**src/cirq_regs.svh**
```systemverilog
// Purpose: Constants for the CAN interrupt, init and bus-off control block
// Assumes: One clock domain, synchronous inputs
// Notes: Run figures are in CAN bit times counted by the recessive detector; CIRQ_INIT_SYNC_CYC is in clock cycles
`ifndef CIRQ_REGS_SVH
`define CIRQ_REGS_SVH
`define CIRQ_RUN_BITS 11
`define CIRQ_RUN_COUNT 128
`define CIRQ_INIT_SYNC_CYC 5
`define CIRQ_N_TX 3
`define CIRQ_RX_WAKE 7
`define CIRQ_RX_CSC 6
`define CIRQ_RX_OVR 1
`define CIRQ_RX_FULL 0
`define CIRQ_ST_ACTIVE 2'h0
`define CIRQ_ST_WARN 2'h1
`define CIRQ_ST_PASSIVE 2'h2
`define CIRQ_ST_BUSOFF 2'h3
`endif
```
**src/cirq_pkg.sv**
```systemverilog
// Purpose: Types for the CAN interrupt, init and bus-off control block
// Assumes: Included constants header
// Notes: Mode machine states
`default_nettype none
package cirq_pkg;
	typedef enum logic [2:0] {
		CIRQ_DISABLED = 3'b000,
		CIRQ_INIT_SYNC = 3'b001,
		CIRQ_INIT = 3'b010,
		CIRQ_NORMAL = 3'b011,
		CIRQ_SLEEP_WAIT = 3'b100,
		CIRQ_SLEEP = 3'b101
	} cirq_mode_t;
	typedef enum logic [1:0] {
		CIRQ_BO_NONE = 2'b00,
		CIRQ_BO_COUNT = 2'b01,
		CIRQ_BO_WAIT_HOLD = 2'b10
	} cirq_bo_t;
endpackage
`default_nettype wire

```
**src/cirq_ctrl.sv**
```systemverilog
// Purpose: Interrupts, flag handshake, mode sequencing and bus-off recovery of a CAN core
// Assumes: All inputs synchronous to sys_clk_i; bit_tick_i marks one CAN bit time
// Notes: Flag clear ports carry write-one masks; a zero bit leaves the flag
`include "cirq_regs.svh"
`default_nettype none
module cirq_ctrl
	import cirq_pkg::*;
#(
	parameter int N_TX = `CIRQ_N_TX,
	parameter int RUN_BITS = `CIRQ_RUN_BITS,
	parameter int RUN_COUNT = `CIRQ_RUN_COUNT,
	parameter int INIT_SYNC_CYC = `CIRQ_INIT_SYNC_CYC
) (
	// Clock and reset
	input wire logic sys_clk_i,
	input wire logic rst_i,
	// Mode control
	input wire logic module_enable_i,
	input wire logic init_request_i,
	input wire logic sleep_request_i,
	input wire logic wake_enable_i,
	input wire logic power_down_i,
	output logic init_ack_o,
	output logic sleep_ack_o,
	output logic sleep_request_o,
	// Core status
	input wire logic bus_idle_i,
	input wire logic bus_activity_i,
	input wire logic bit_tick_i,
	input wire logic bus_recessive_i,
	input wire logic [1:0] tx_state_i,
	input wire logic [1:0] rx_state_i,
	input wire logic rx_to_fg_i,
	input wire logic rx_fifo_overrun_i,
	input wire logic [N_TX-1:0] tx_scheduled_i,
	input wire logic bus_off_i,
	// Bus-off recovery
	input wire logic busoff_recovery_mode_i,
	input wire logic busoff_hold_set_i,
	input wire logic busoff_hold_clr_i,
	output logic busoff_hold_o,
	output logic busoff_recover_o,
	// Interrupt enables
	input wire logic wake_irq_en_i,
	input wire logic status_change_irq_en_i,
	input wire logic overrun_irq_en_i,
	input wire logic rx_full_irq_en_i,
	input wire logic [N_TX-1:0] tx_empty_irq_en_i,
	input wire logic global_irq_mask_i,
	// Flag clear masks
	input wire logic [7:0] rx_flag_clr_i,
	input wire logic [N_TX-1:0] tx_flag_clr_i,
	// Flags and state fields
	output logic wake_flag_o,
	output logic status_change_flag_o,
	output logic overrun_flag_o,
	output logic rx_full_flag_o,
	output logic [N_TX-1:0] tx_empty_flag_o,
	output logic [1:0] tx_state_field_o,
	output logic [1:0] rx_state_field_o,
	// Interrupt requests
	output logic wake_irq_o,
	output logic error_irq_o,
	output logic rx_irq_o,
	output logic tx_irq_o
);
	cirq_mode_t mode_d, mode_q;
	logic [3:0] sync_d, sync_q;
	logic slept_d, slept_q;
	logic [1:0] tst_d, tst_q, rst_d, rst_q;
	cirq_bo_t bo_d, bo_q;
	logic [7:0] runs_d, runs_q;
	logic [3:0] bits_d, bits_q;
	logic hold_d, hold_q;
	logic recover_d, recover_q;
	logic fg_block;
	logic wake_ev;
	logic csc_ev;

	// Mode sequencing
	always_comb begin
		mode_d = mode_q;
		sync_d = sync_q;
		slept_d = slept_q;
		unique case (mode_q)
			CIRQ_DISABLED: begin
				if (module_enable_i) begin
					mode_d = CIRQ_INIT_SYNC;
					sync_d = 4'h0;
				end
			end
			CIRQ_INIT_SYNC: begin
				sync_d = sync_q + 4'h1;
				if (!init_request_i) begin
					mode_d = CIRQ_NORMAL;
				end else if (sync_q == 4'(INIT_SYNC_CYC - 1)) begin
					mode_d = CIRQ_INIT;
				end
			end
			CIRQ_INIT: begin
				if (!init_request_i) begin
					mode_d = CIRQ_NORMAL;
				end
			end
			CIRQ_NORMAL: begin
				if (init_request_i) begin
					mode_d = CIRQ_INIT_SYNC;
					sync_d = 4'h0;
				end else if (sleep_request_i) begin
					mode_d = CIRQ_SLEEP_WAIT;
				end
			end
			CIRQ_SLEEP_WAIT: begin
				if (!sleep_request_i) begin
					mode_d = CIRQ_NORMAL;
				end else if (bus_idle_i && (tx_scheduled_i == '0)) begin
					mode_d = CIRQ_SLEEP;
				end
			end
			CIRQ_SLEEP: begin
				if (init_request_i) begin
					mode_d = CIRQ_INIT_SYNC;
					sync_d = 4'h0;
				end else if (!sleep_request_i || (wake_enable_i && bus_activity_i)) begin
					mode_d = CIRQ_NORMAL;
				end
			end
			default: mode_d = CIRQ_DISABLED;
		endcase
		if (!module_enable_i) begin
			mode_d = CIRQ_DISABLED;
		end
		// Remember the sleep handshake for power-down wake-up
		if (mode_q == CIRQ_SLEEP) begin
			slept_d = 1'b1;
		end else if (!power_down_i) begin
			slept_d = 1'b0;
		end
	end
	always_ff @(posedge sys_clk_i or posedge rst_i) begin
		if (rst_i) begin
			mode_q <= CIRQ_DISABLED;
			sync_q <= 4'h0;
			slept_q <= 1'b0;
		end else begin
			mode_q <= mode_d;
			sync_q <= sync_d;
			slept_q <= slept_d;
		end
	end
	assign init_ack_o = (mode_q == CIRQ_INIT);
	assign sleep_ack_o = (mode_q == CIRQ_SLEEP);
	assign sleep_request_o = sleep_request_i || (mode_q == CIRQ_SLEEP);

	// Event detection
	assign fg_block = (mode_q == CIRQ_SLEEP);
	assign wake_ev = wake_enable_i && bus_activity_i
		&& ((mode_q == CIRQ_SLEEP) || (power_down_i && slept_q));
	assign csc_ev = (tx_state_i != tst_q) || (rx_state_i != rst_q);
	always_comb begin
		tst_d = tx_state_i;
		rst_d = rx_state_i;
	end
	always_ff @(posedge sys_clk_i or posedge rst_i) begin
		if (rst_i) begin
			tst_q <= `CIRQ_ST_ACTIVE;
			rst_q <= `CIRQ_ST_ACTIVE;
		end else begin
			tst_q <= tst_d;
			rst_q <= rst_d;
		end
	end
	assign tx_state_field_o = tst_q;
	assign rx_state_field_o = rst_q;

	// Receive-side flags
	cirq_flag u_wake (
		.sys_clk_i(sys_clk_i),
		.rst_i(rst_i),
		.set_i(wake_ev),
		.cond_i(1'b0),
		.clr_i(rx_flag_clr_i[`CIRQ_RX_WAKE]),
		.flag_o(wake_flag_o)
	);
	cirq_flag u_csc (
		.sys_clk_i(sys_clk_i),
		.rst_i(rst_i),
		.set_i(csc_ev),
		.cond_i(1'b0),
		.clr_i(rx_flag_clr_i[`CIRQ_RX_CSC]),
		.flag_o(status_change_flag_o)
	);
	cirq_flag u_ovr (
		.sys_clk_i(sys_clk_i),
		.rst_i(rst_i),
		.set_i(rx_fifo_overrun_i),
		.cond_i(1'b0),
		.clr_i(rx_flag_clr_i[`CIRQ_RX_OVR]),
		.flag_o(overrun_flag_o)
	);
	cirq_flag u_rxf (
		.sys_clk_i(sys_clk_i),
		.rst_i(rst_i),
		.set_i(rx_to_fg_i && !fg_block),
		.cond_i(1'b0),
		.clr_i(rx_flag_clr_i[`CIRQ_RX_FULL]),
		.flag_o(rx_full_flag_o)
	);

	// Transmit-side flags
	genvar gi;
	generate
		for (gi = 0; gi < N_TX; gi++) begin : g_tx
			cirq_flag u_txe (
				.sys_clk_i(sys_clk_i),
				.rst_i(rst_i),
				.set_i(1'b0),
				.cond_i(!tx_scheduled_i[gi]),
				.clr_i(tx_flag_clr_i[gi]),
				.flag_o(tx_empty_flag_o[gi])
			);
		end
	endgenerate

	// Interrupt requests
	assign wake_irq_o = !global_irq_mask_i && wake_flag_o && wake_irq_en_i;
	assign error_irq_o = !global_irq_mask_i
		&& ((status_change_flag_o && status_change_irq_en_i)
		|| (overrun_flag_o && overrun_irq_en_i));
	assign rx_irq_o = !global_irq_mask_i && rx_full_flag_o && rx_full_irq_en_i;
	assign tx_irq_o = !global_irq_mask_i
		&& ((tx_empty_flag_o & tx_empty_irq_en_i) != '0);

	// Bus-off recovery
	always_comb begin
		bo_d = bo_q;
		runs_d = runs_q;
		bits_d = bits_q;
		hold_d = hold_q;
		recover_d = 1'b0;
		if (busoff_hold_set_i && bus_off_i) begin
			hold_d = 1'b1;
		end else if (busoff_hold_clr_i) begin
			hold_d = 1'b0;
		end
		unique case (bo_q)
			CIRQ_BO_NONE: begin
				runs_d = 8'h00;
				bits_d = 4'h0;
				if (bus_off_i) begin
					bo_d = CIRQ_BO_COUNT;
					hold_d = busoff_recovery_mode_i;
				end
			end
			CIRQ_BO_COUNT: begin
				if (bit_tick_i && !fg_block) begin
					if (!bus_recessive_i) begin
						bits_d = 4'h0;
					end else if (bits_q == 4'(RUN_BITS - 1)) begin
						bits_d = 4'h0;
						runs_d = runs_q + 8'h01;
					end else begin
						bits_d = bits_q + 4'h1;
					end
				end
				if (runs_q == 8'(RUN_COUNT - 1) && bits_d == 4'h0 && runs_d != runs_q) begin
					bo_d = CIRQ_BO_WAIT_HOLD;
				end
			end
			CIRQ_BO_WAIT_HOLD: begin
				if (!busoff_recovery_mode_i || !hold_d) begin
					recover_d = 1'b1;
					bo_d = CIRQ_BO_NONE;
				end
			end
			default: bo_d = CIRQ_BO_NONE;
		endcase
	end
	always_ff @(posedge sys_clk_i or posedge rst_i) begin
		if (rst_i) begin
			bo_q <= CIRQ_BO_NONE;
			runs_q <= 8'h00;
			bits_q <= 4'h0;
			hold_q <= 1'b0;
			recover_q <= 1'b0;
		end else begin
			bo_q <= bo_d;
			runs_q <= runs_d;
			bits_q <= bits_d;
			hold_q <= hold_d;
			recover_q <= recover_d;
		end
	end
	assign busoff_hold_o = hold_q;
	assign busoff_recover_o = recover_q;
endmodule
`default_nettype wire

```
**src/cirq_flag.sv**
```systemverilog
// Purpose: One sticky interrupt flag with write-one clear
// Assumes: Set and clear strobes synchronous to the clock
// Notes: Set wins over clear; clear refused while condition holds
`default_nettype none
module cirq_flag (
	// Clock and reset
	input wire logic sys_clk_i,
	input wire logic rst_i,
	// Events
	input wire logic set_i,
	input wire logic cond_i,
	input wire logic clr_i,
	// State
	output logic flag_o
);
	logic flag_d;
	logic flag_q;
	always_comb begin
		flag_d = flag_q;
		if (clr_i && !cond_i) begin
			flag_d = 1'b0;
		end
		if (set_i || cond_i) begin
			flag_d = 1'b1;
		end
	end
	always_ff @(posedge sys_clk_i or posedge rst_i) begin
		if (rst_i) begin
			flag_q <= 1'b0;
		end else begin
			flag_q <= flag_d;
		end
	end
	assign flag_o = flag_q;
endmodule
`default_nettype wire

```
**config.mk**
```make
export PLATFORM = sky130hd
export DESIGN_NAME = cirq_ctrl
export DESIGN_NICKNAME = d
export VERILOG_FILES = /design/src/cirq_pkg.sv /design/src/cirq_ctrl.sv /design/src/cirq_flag.sv
export VERILOG_INCLUDE_DIRS = /design/src
export SDC_FILE = /design/constraint.sdc
export NUM_CORES = 1
export LEC_CHECK = 0
export ABC_AREA = 1
export BUFFER_PORTS_ARGS = -buffer_cell sky130_fd_sc_hd__buf_2
export CAP_MARGIN = 0
export CORE_MARGIN = 2
export CORE_UTILIZATION = 46
export DETAILED_ROUTE_END_ITERATION = 16
export MAX_ROUTING_LAYER = met4
export PLACE_DENSITY_LB_ADDON = 0.3
export SKIP_CTS_REPAIR_TIMING = 1
export SLEW_MARGIN = 20
export SYNTH_ARGS = -nofsm -noshare
export SYNTH_HDL_FRONTEND = slang
export SYNTH_SLANG_ARGS = --single-unit
```
**constraint.sdc**
```tcl
create_clock -name sys_clk_i -period 1.3 [get_ports sys_clk_i]
set_input_delay 0.39 -clock sys_clk_i [delete_from_list [all_inputs] [get_ports sys_clk_i]]
set_output_delay 0.39 -clock sys_clk_i [all_outputs]
set_load 0.02 [all_outputs]
```
==> results.toml <==
[power_and_ir_drop]
total_power_mw = 3.91
clock_network_fraction_of_total_power_pct = 19.3
power_density_nw_per_um2 = 1310
p_int_mw = 2.44
sequentialPowerShare_pct = 36.4
netSwitchingFraction_pct = 37.7
p_sw_mw = 1.47
maximum_vdd_drop_mv = 1.15
comb_power_share_pct = 44.3
leakagePower_nw = 1.56

[sta]
hold_slack_ns = 0.141
timing.final.max_slew_violations = 0
timing.final.crit_share_pct = 119
setup_repair_after_global_routing_missed_its_margin = "yes"
post-route-worst-setup-slack_ns = -0.242
final.setup_skew_ns = 0.00631
report.final.setup_viol = 27
timing.final.hold_violations = 0
finalSetupTns_ns = -3.04
worstMarginPinSlew_ns = 0.386
max-slew-margin-rel_pct = 74.2
max_freq_ghz = 0.649
min_period_ns = 1.54

[placed_design]
placed_cells = 396
placed_area_um2 = 2540
port_buffers = 58
dpl_worst_slack_ns = -0.190
place_hpwl_um = 3570
gp_congestion = 0.892

[final_layout]
finish.instance_area_um2 = 2980
final-instance-count-excl-fill = 418
n_antenna_cell = 0
final_core_util_pct = 73.0
fill_cells = 294
final_layout_size_suffix_gt1_share_pct = 45.9
nNetsFinal = 415
area_delta_synth_final_pct = 49.7

[synthesis]
synth_warnings = 0
synth_cell_types = 28
muxShareOfSynthArea_pct = 0.565
yosys_register_bits = 35
postSynthAreaPerCell_um2 = 7.49
area_share_of_fa_ha_maj_cells_after_synthesis_pct = 3.14
postSynthCellCount = 266
syn_nets = 314
synth_top_family_by_area = "simple AND/OR/NAND/NOR gates"
synthesis.area_um2 = 1990
synth-simple-area-share_pct = 30.8
synth-compound-area-share_pct = 9.10
synthXorXnorAreaFrac_pct = 3.08
yosysSeqAreaShare_pct = 43.9

[critical_path]
critical_path_buf_inv_count = 2
timing_worst_setup_path_type = "reg -> out"
endpoint_type_of_the_worst_setup_path = "output pin"
crit_path_required_time_ns = 0.91
cp-start-kind = "register"
critical_path.max_fanout = 4
cp_slowest_cell = "sky130_fd_sc_hd__dfrtp_2"
cpMostUsedCell = "sky130_fd_sc_hd__buf_6"
worst_ep_arrival_time_ns = 1.15
cp_cell_sequence = "buf_6, nand3_4, nand2_2, buf_6"
crit_family = "flip-flops"
critical_path.max_stage_delay_ns = 0.44

[job]
cap_violations = 0

[routing]
drc_errors = 0
drtPass1Iterations = 4
routed_length_per_instance_um = 12.8
totalWireLength_um = 5340
vias = 2093
detail_route_antenna_nets = 0
drt_first_iter_violations = 156
routed_via_count_divided_by_cell_count = 5.01

[die]
die_x_um = 69.8
dieArea_um2 = 4880
core_area_um2 = 4090
floorplan.initialDensity_pct = 48.8
floorplan.die.height_um = 69.8
io_pins = 63
num_rows = 23

[global_routing]
global_route_wire_length_before_repair_um = 7880
grt_start_max_net_pins = 36
total_routing_usage_reported_by_global_routing_pct = 20.4
grt.overflow.total = 0
grt_pass1_vias = 1831
initial_antenna_violation_count = 0

[clock_tree]
ctsHtreeMaxLevel = 2
cts_tree = "done"
clock_latency_reported_for_the_late_side_of_the_worst_skew_pair_ns = 0.28
clock_tree.root_cell = "sky130_fd_sc_hd__clkbuf_8"
clkSlewWorstSetupHoldPaths_ns = 0.07
clock_path_buffers = 2
clkSinkCount = 35
cts_buffers = 5

[hold_path]
min-delay-path-class = "in -> async"

[status]
failed_checks = "negative setup slack"
outcome = "complete, but fails checks"
-- cells in the final DEF, fill, tap and decap left out, types with 3 or more instances in the layout --
master,count
sky130_fd_sc_hd__a21oi_1,6
sky130_fd_sc_hd__buf_2,50
sky130_fd_sc_hd__buf_4,37
sky130_fd_sc_hd__buf_6,10
sky130_fd_sc_hd__clkbuf_8,5
sky130_fd_sc_hd__clkinv_2,3
sky130_fd_sc_hd__dfrtp_1,33
sky130_fd_sc_hd__ha_1,3
sky130_fd_sc_hd__inv_1,34
sky130_fd_sc_hd__inv_2,6
sky130_fd_sc_hd__nand2_1,58
sky130_fd_sc_hd__nand2_2,15
sky130_fd_sc_hd__nand2_4,5
sky130_fd_sc_hd__nand3_1,17
sky130_fd_sc_hd__nand3_2,3
sky130_fd_sc_hd__nand3_4,3
sky130_fd_sc_hd__nand4_1,4
sky130_fd_sc_hd__nor2_1,18
sky130_fd_sc_hd__nor2_2,6
sky130_fd_sc_hd__nor2_4,4
sky130_fd_sc_hd__nor3_1,3
sky130_fd_sc_hd__o21ai_0,7
sky130_fd_sc_hd__o21ai_1,3
sky130_fd_sc_hd__o21ai_2,8
sky130_fd_sc_hd__xnor2_1,3
sky130_fd_sc_hd__xor2_1,3
-- synthesized netlist by cell type --
library cell	n	area, µm²
sky130_fd_sc_hd__nand2_1	75	282
sky130_fd_sc_hd__inv_1	39	146
sky130_fd_sc_hd__dfrtp_1	35	876
sky130_fd_sc_hd__nor2_1	26	97.6
sky130_fd_sc_hd__nand3_1	22	110
sky130_fd_sc_hd__o21ai_0	17	85.1
sky130_fd_sc_hd__a21oi_1	8	40.0
sky130_fd_sc_hd__ha_1	5	62.6
sky130_fd_sc_hd__buf_4	4	30.0
sky130_fd_sc_hd__nand4_1	4	25.0
sky130_fd_sc_hd__nor3_1	4	20.0
sky130_fd_sc_hd__xnor2_1	4	35.0
sky130_fd_sc_hd__inv_2	3	11.3
sky130_fd_sc_hd__xor2_1	3	26.3
sky130_fd_sc_hd__nand2_4	2	22.5
sky130_fd_sc_hd__nand3b_1	2	15.0
sky130_fd_sc_hd__o22ai_1	2	12.5
sky130_fd_sc_hd__a21boi_0	1	7.51
sky130_fd_sc_hd__a31o_2	1	8.76
sky130_fd_sc_hd__mux2_2	1	11.3
sky130_fd_sc_hd__nand2_2	1	6.26
sky130_fd_sc_hd__nand3_4	1	17.5
sky130_fd_sc_hd__nor2_2	1	6.26
sky130_fd_sc_hd__nor2_4	1	11.3
sky130_fd_sc_hd__o211ai_1	1	7.51
sky130_fd_sc_hd__o21ai_1	1	5.00
sky130_fd_sc_hd__o21bai_1	1	7.51
sky130_fd_sc_hd__o31ai_1	1	7.51
-- cells by family (layout without fill, tap and decap cells) --
kind of cell	after synthesis	count (layout)
and+or+nand+nor	139	139
buffers and inverters	46	148
DFF	35	35
AOI/OAI and AO/OA	33	33
xor gates and xnor gates	7	7
adders and majority gates	5	5
muxes	1	1
-- flip-flops by register name (all words and copies together), names as in the netlist --
signal	count
rx_state_field_o	2
g_tx.u_txe.flag_o	3
busoff_recover_o	1
bits_q	4
u_csc.flag_o	1
slept_q	1
bo_q	2
u_wake.flag_o	1
runs_q	8
mode_q	3
busoff_hold_o	1
sync_q	4
u_ovr.flag_o	1
tx_state_field_o	2
u_rxf.flag_o	1
-- layout make-up --
type                       count  area (µm²)  area share [%]
timing repair buffer          98         661            22.1
tap                           50        62.6            2.10
sequential                    35         878            29.4
clock inverter                 3        15.0           0.503
clock buffer                   5        68.8            2.31
inverter                      42         165            5.53
multi-input combinational    185        1130            38.0
-- power groups by stage --
stage	Clock (mW)	Sequential, mW	Combinational (mW)
floorplan	0	1.44	0.771
global placement	0	1.41	1.40
detailed placement	0	1.41	1.43
CTS	0.760	1.40	1.45
global route	0.807	1.45	1.92
finish	0.755	1.42	1.74
-- path summary, 6_finish.rpt --
| kind | depth (start not counted) | endpoint | start | slack (ns) |
|---|---|---|---|---|
| max | 4 | sleep_request_o | mode_q[2]$_DFFE_PP0P_ | -0.24 |
| min | 3 | tx_state_field_o[1]$_DFF_PP0_ | rst_i | 0.14 |
| max reg2reg | 12 | runs_q[2]$_DFFE_PP0P_ | bits_q[0]$_DFFE_PP0P_ | -0.23 |
| min reg2reg | 2 | slept_q$_DFFE_PP0P_ | slept_q$_DFFE_PP0P_ | 0.50 |
| max in group asynchronous | 3 | mode_q[2]$_DFFE_PP0P_ | rst_i | 0.97 |
| min in group sys_clk_i | 1 | rx_state_field_o[0]$_DFF_PP0_ | rx_state_i[0] | 0.24 |
-- worst register-to-register path, stage by stage, from the launching register on --
cell and delay (ns):
sky130_fd_sc_hd__dfrtp_1 0.39, sky130_fd_sc_hd__inv_2 0.08, sky130_fd_sc_hd__ha_4 0.14, sky130_fd_sc_hd__nand2_2 0.06
sky130_fd_sc_hd__nor2_4 0.12, sky130_fd_sc_hd__nand2_2 0.09, sky130_fd_sc_hd__nor2_4 0.13, sky130_fd_sc_hd__nand2_4 0.11
sky130_fd_sc_hd__inv_4 0.10, sky130_fd_sc_hd__nand2_4 0.05, sky130_fd_sc_hd__nand2_2 0.06, sky130_fd_sc_hd__nand2_2 0.04
sky130_fd_sc_hd__nor2_1 0.09
-- per-layer routing --
metal / track usage [%] / wire length (µm) / vias up
met4: 5.34 / 53 / 0
met2: 36.0 / 2870 / 56
met5: - / 0 / -
met3: 3.49 / 231 / 7
met1: 24.1 / 2190 / 985
li1: - / - / 1045
(Power assumes the default switching activity.)
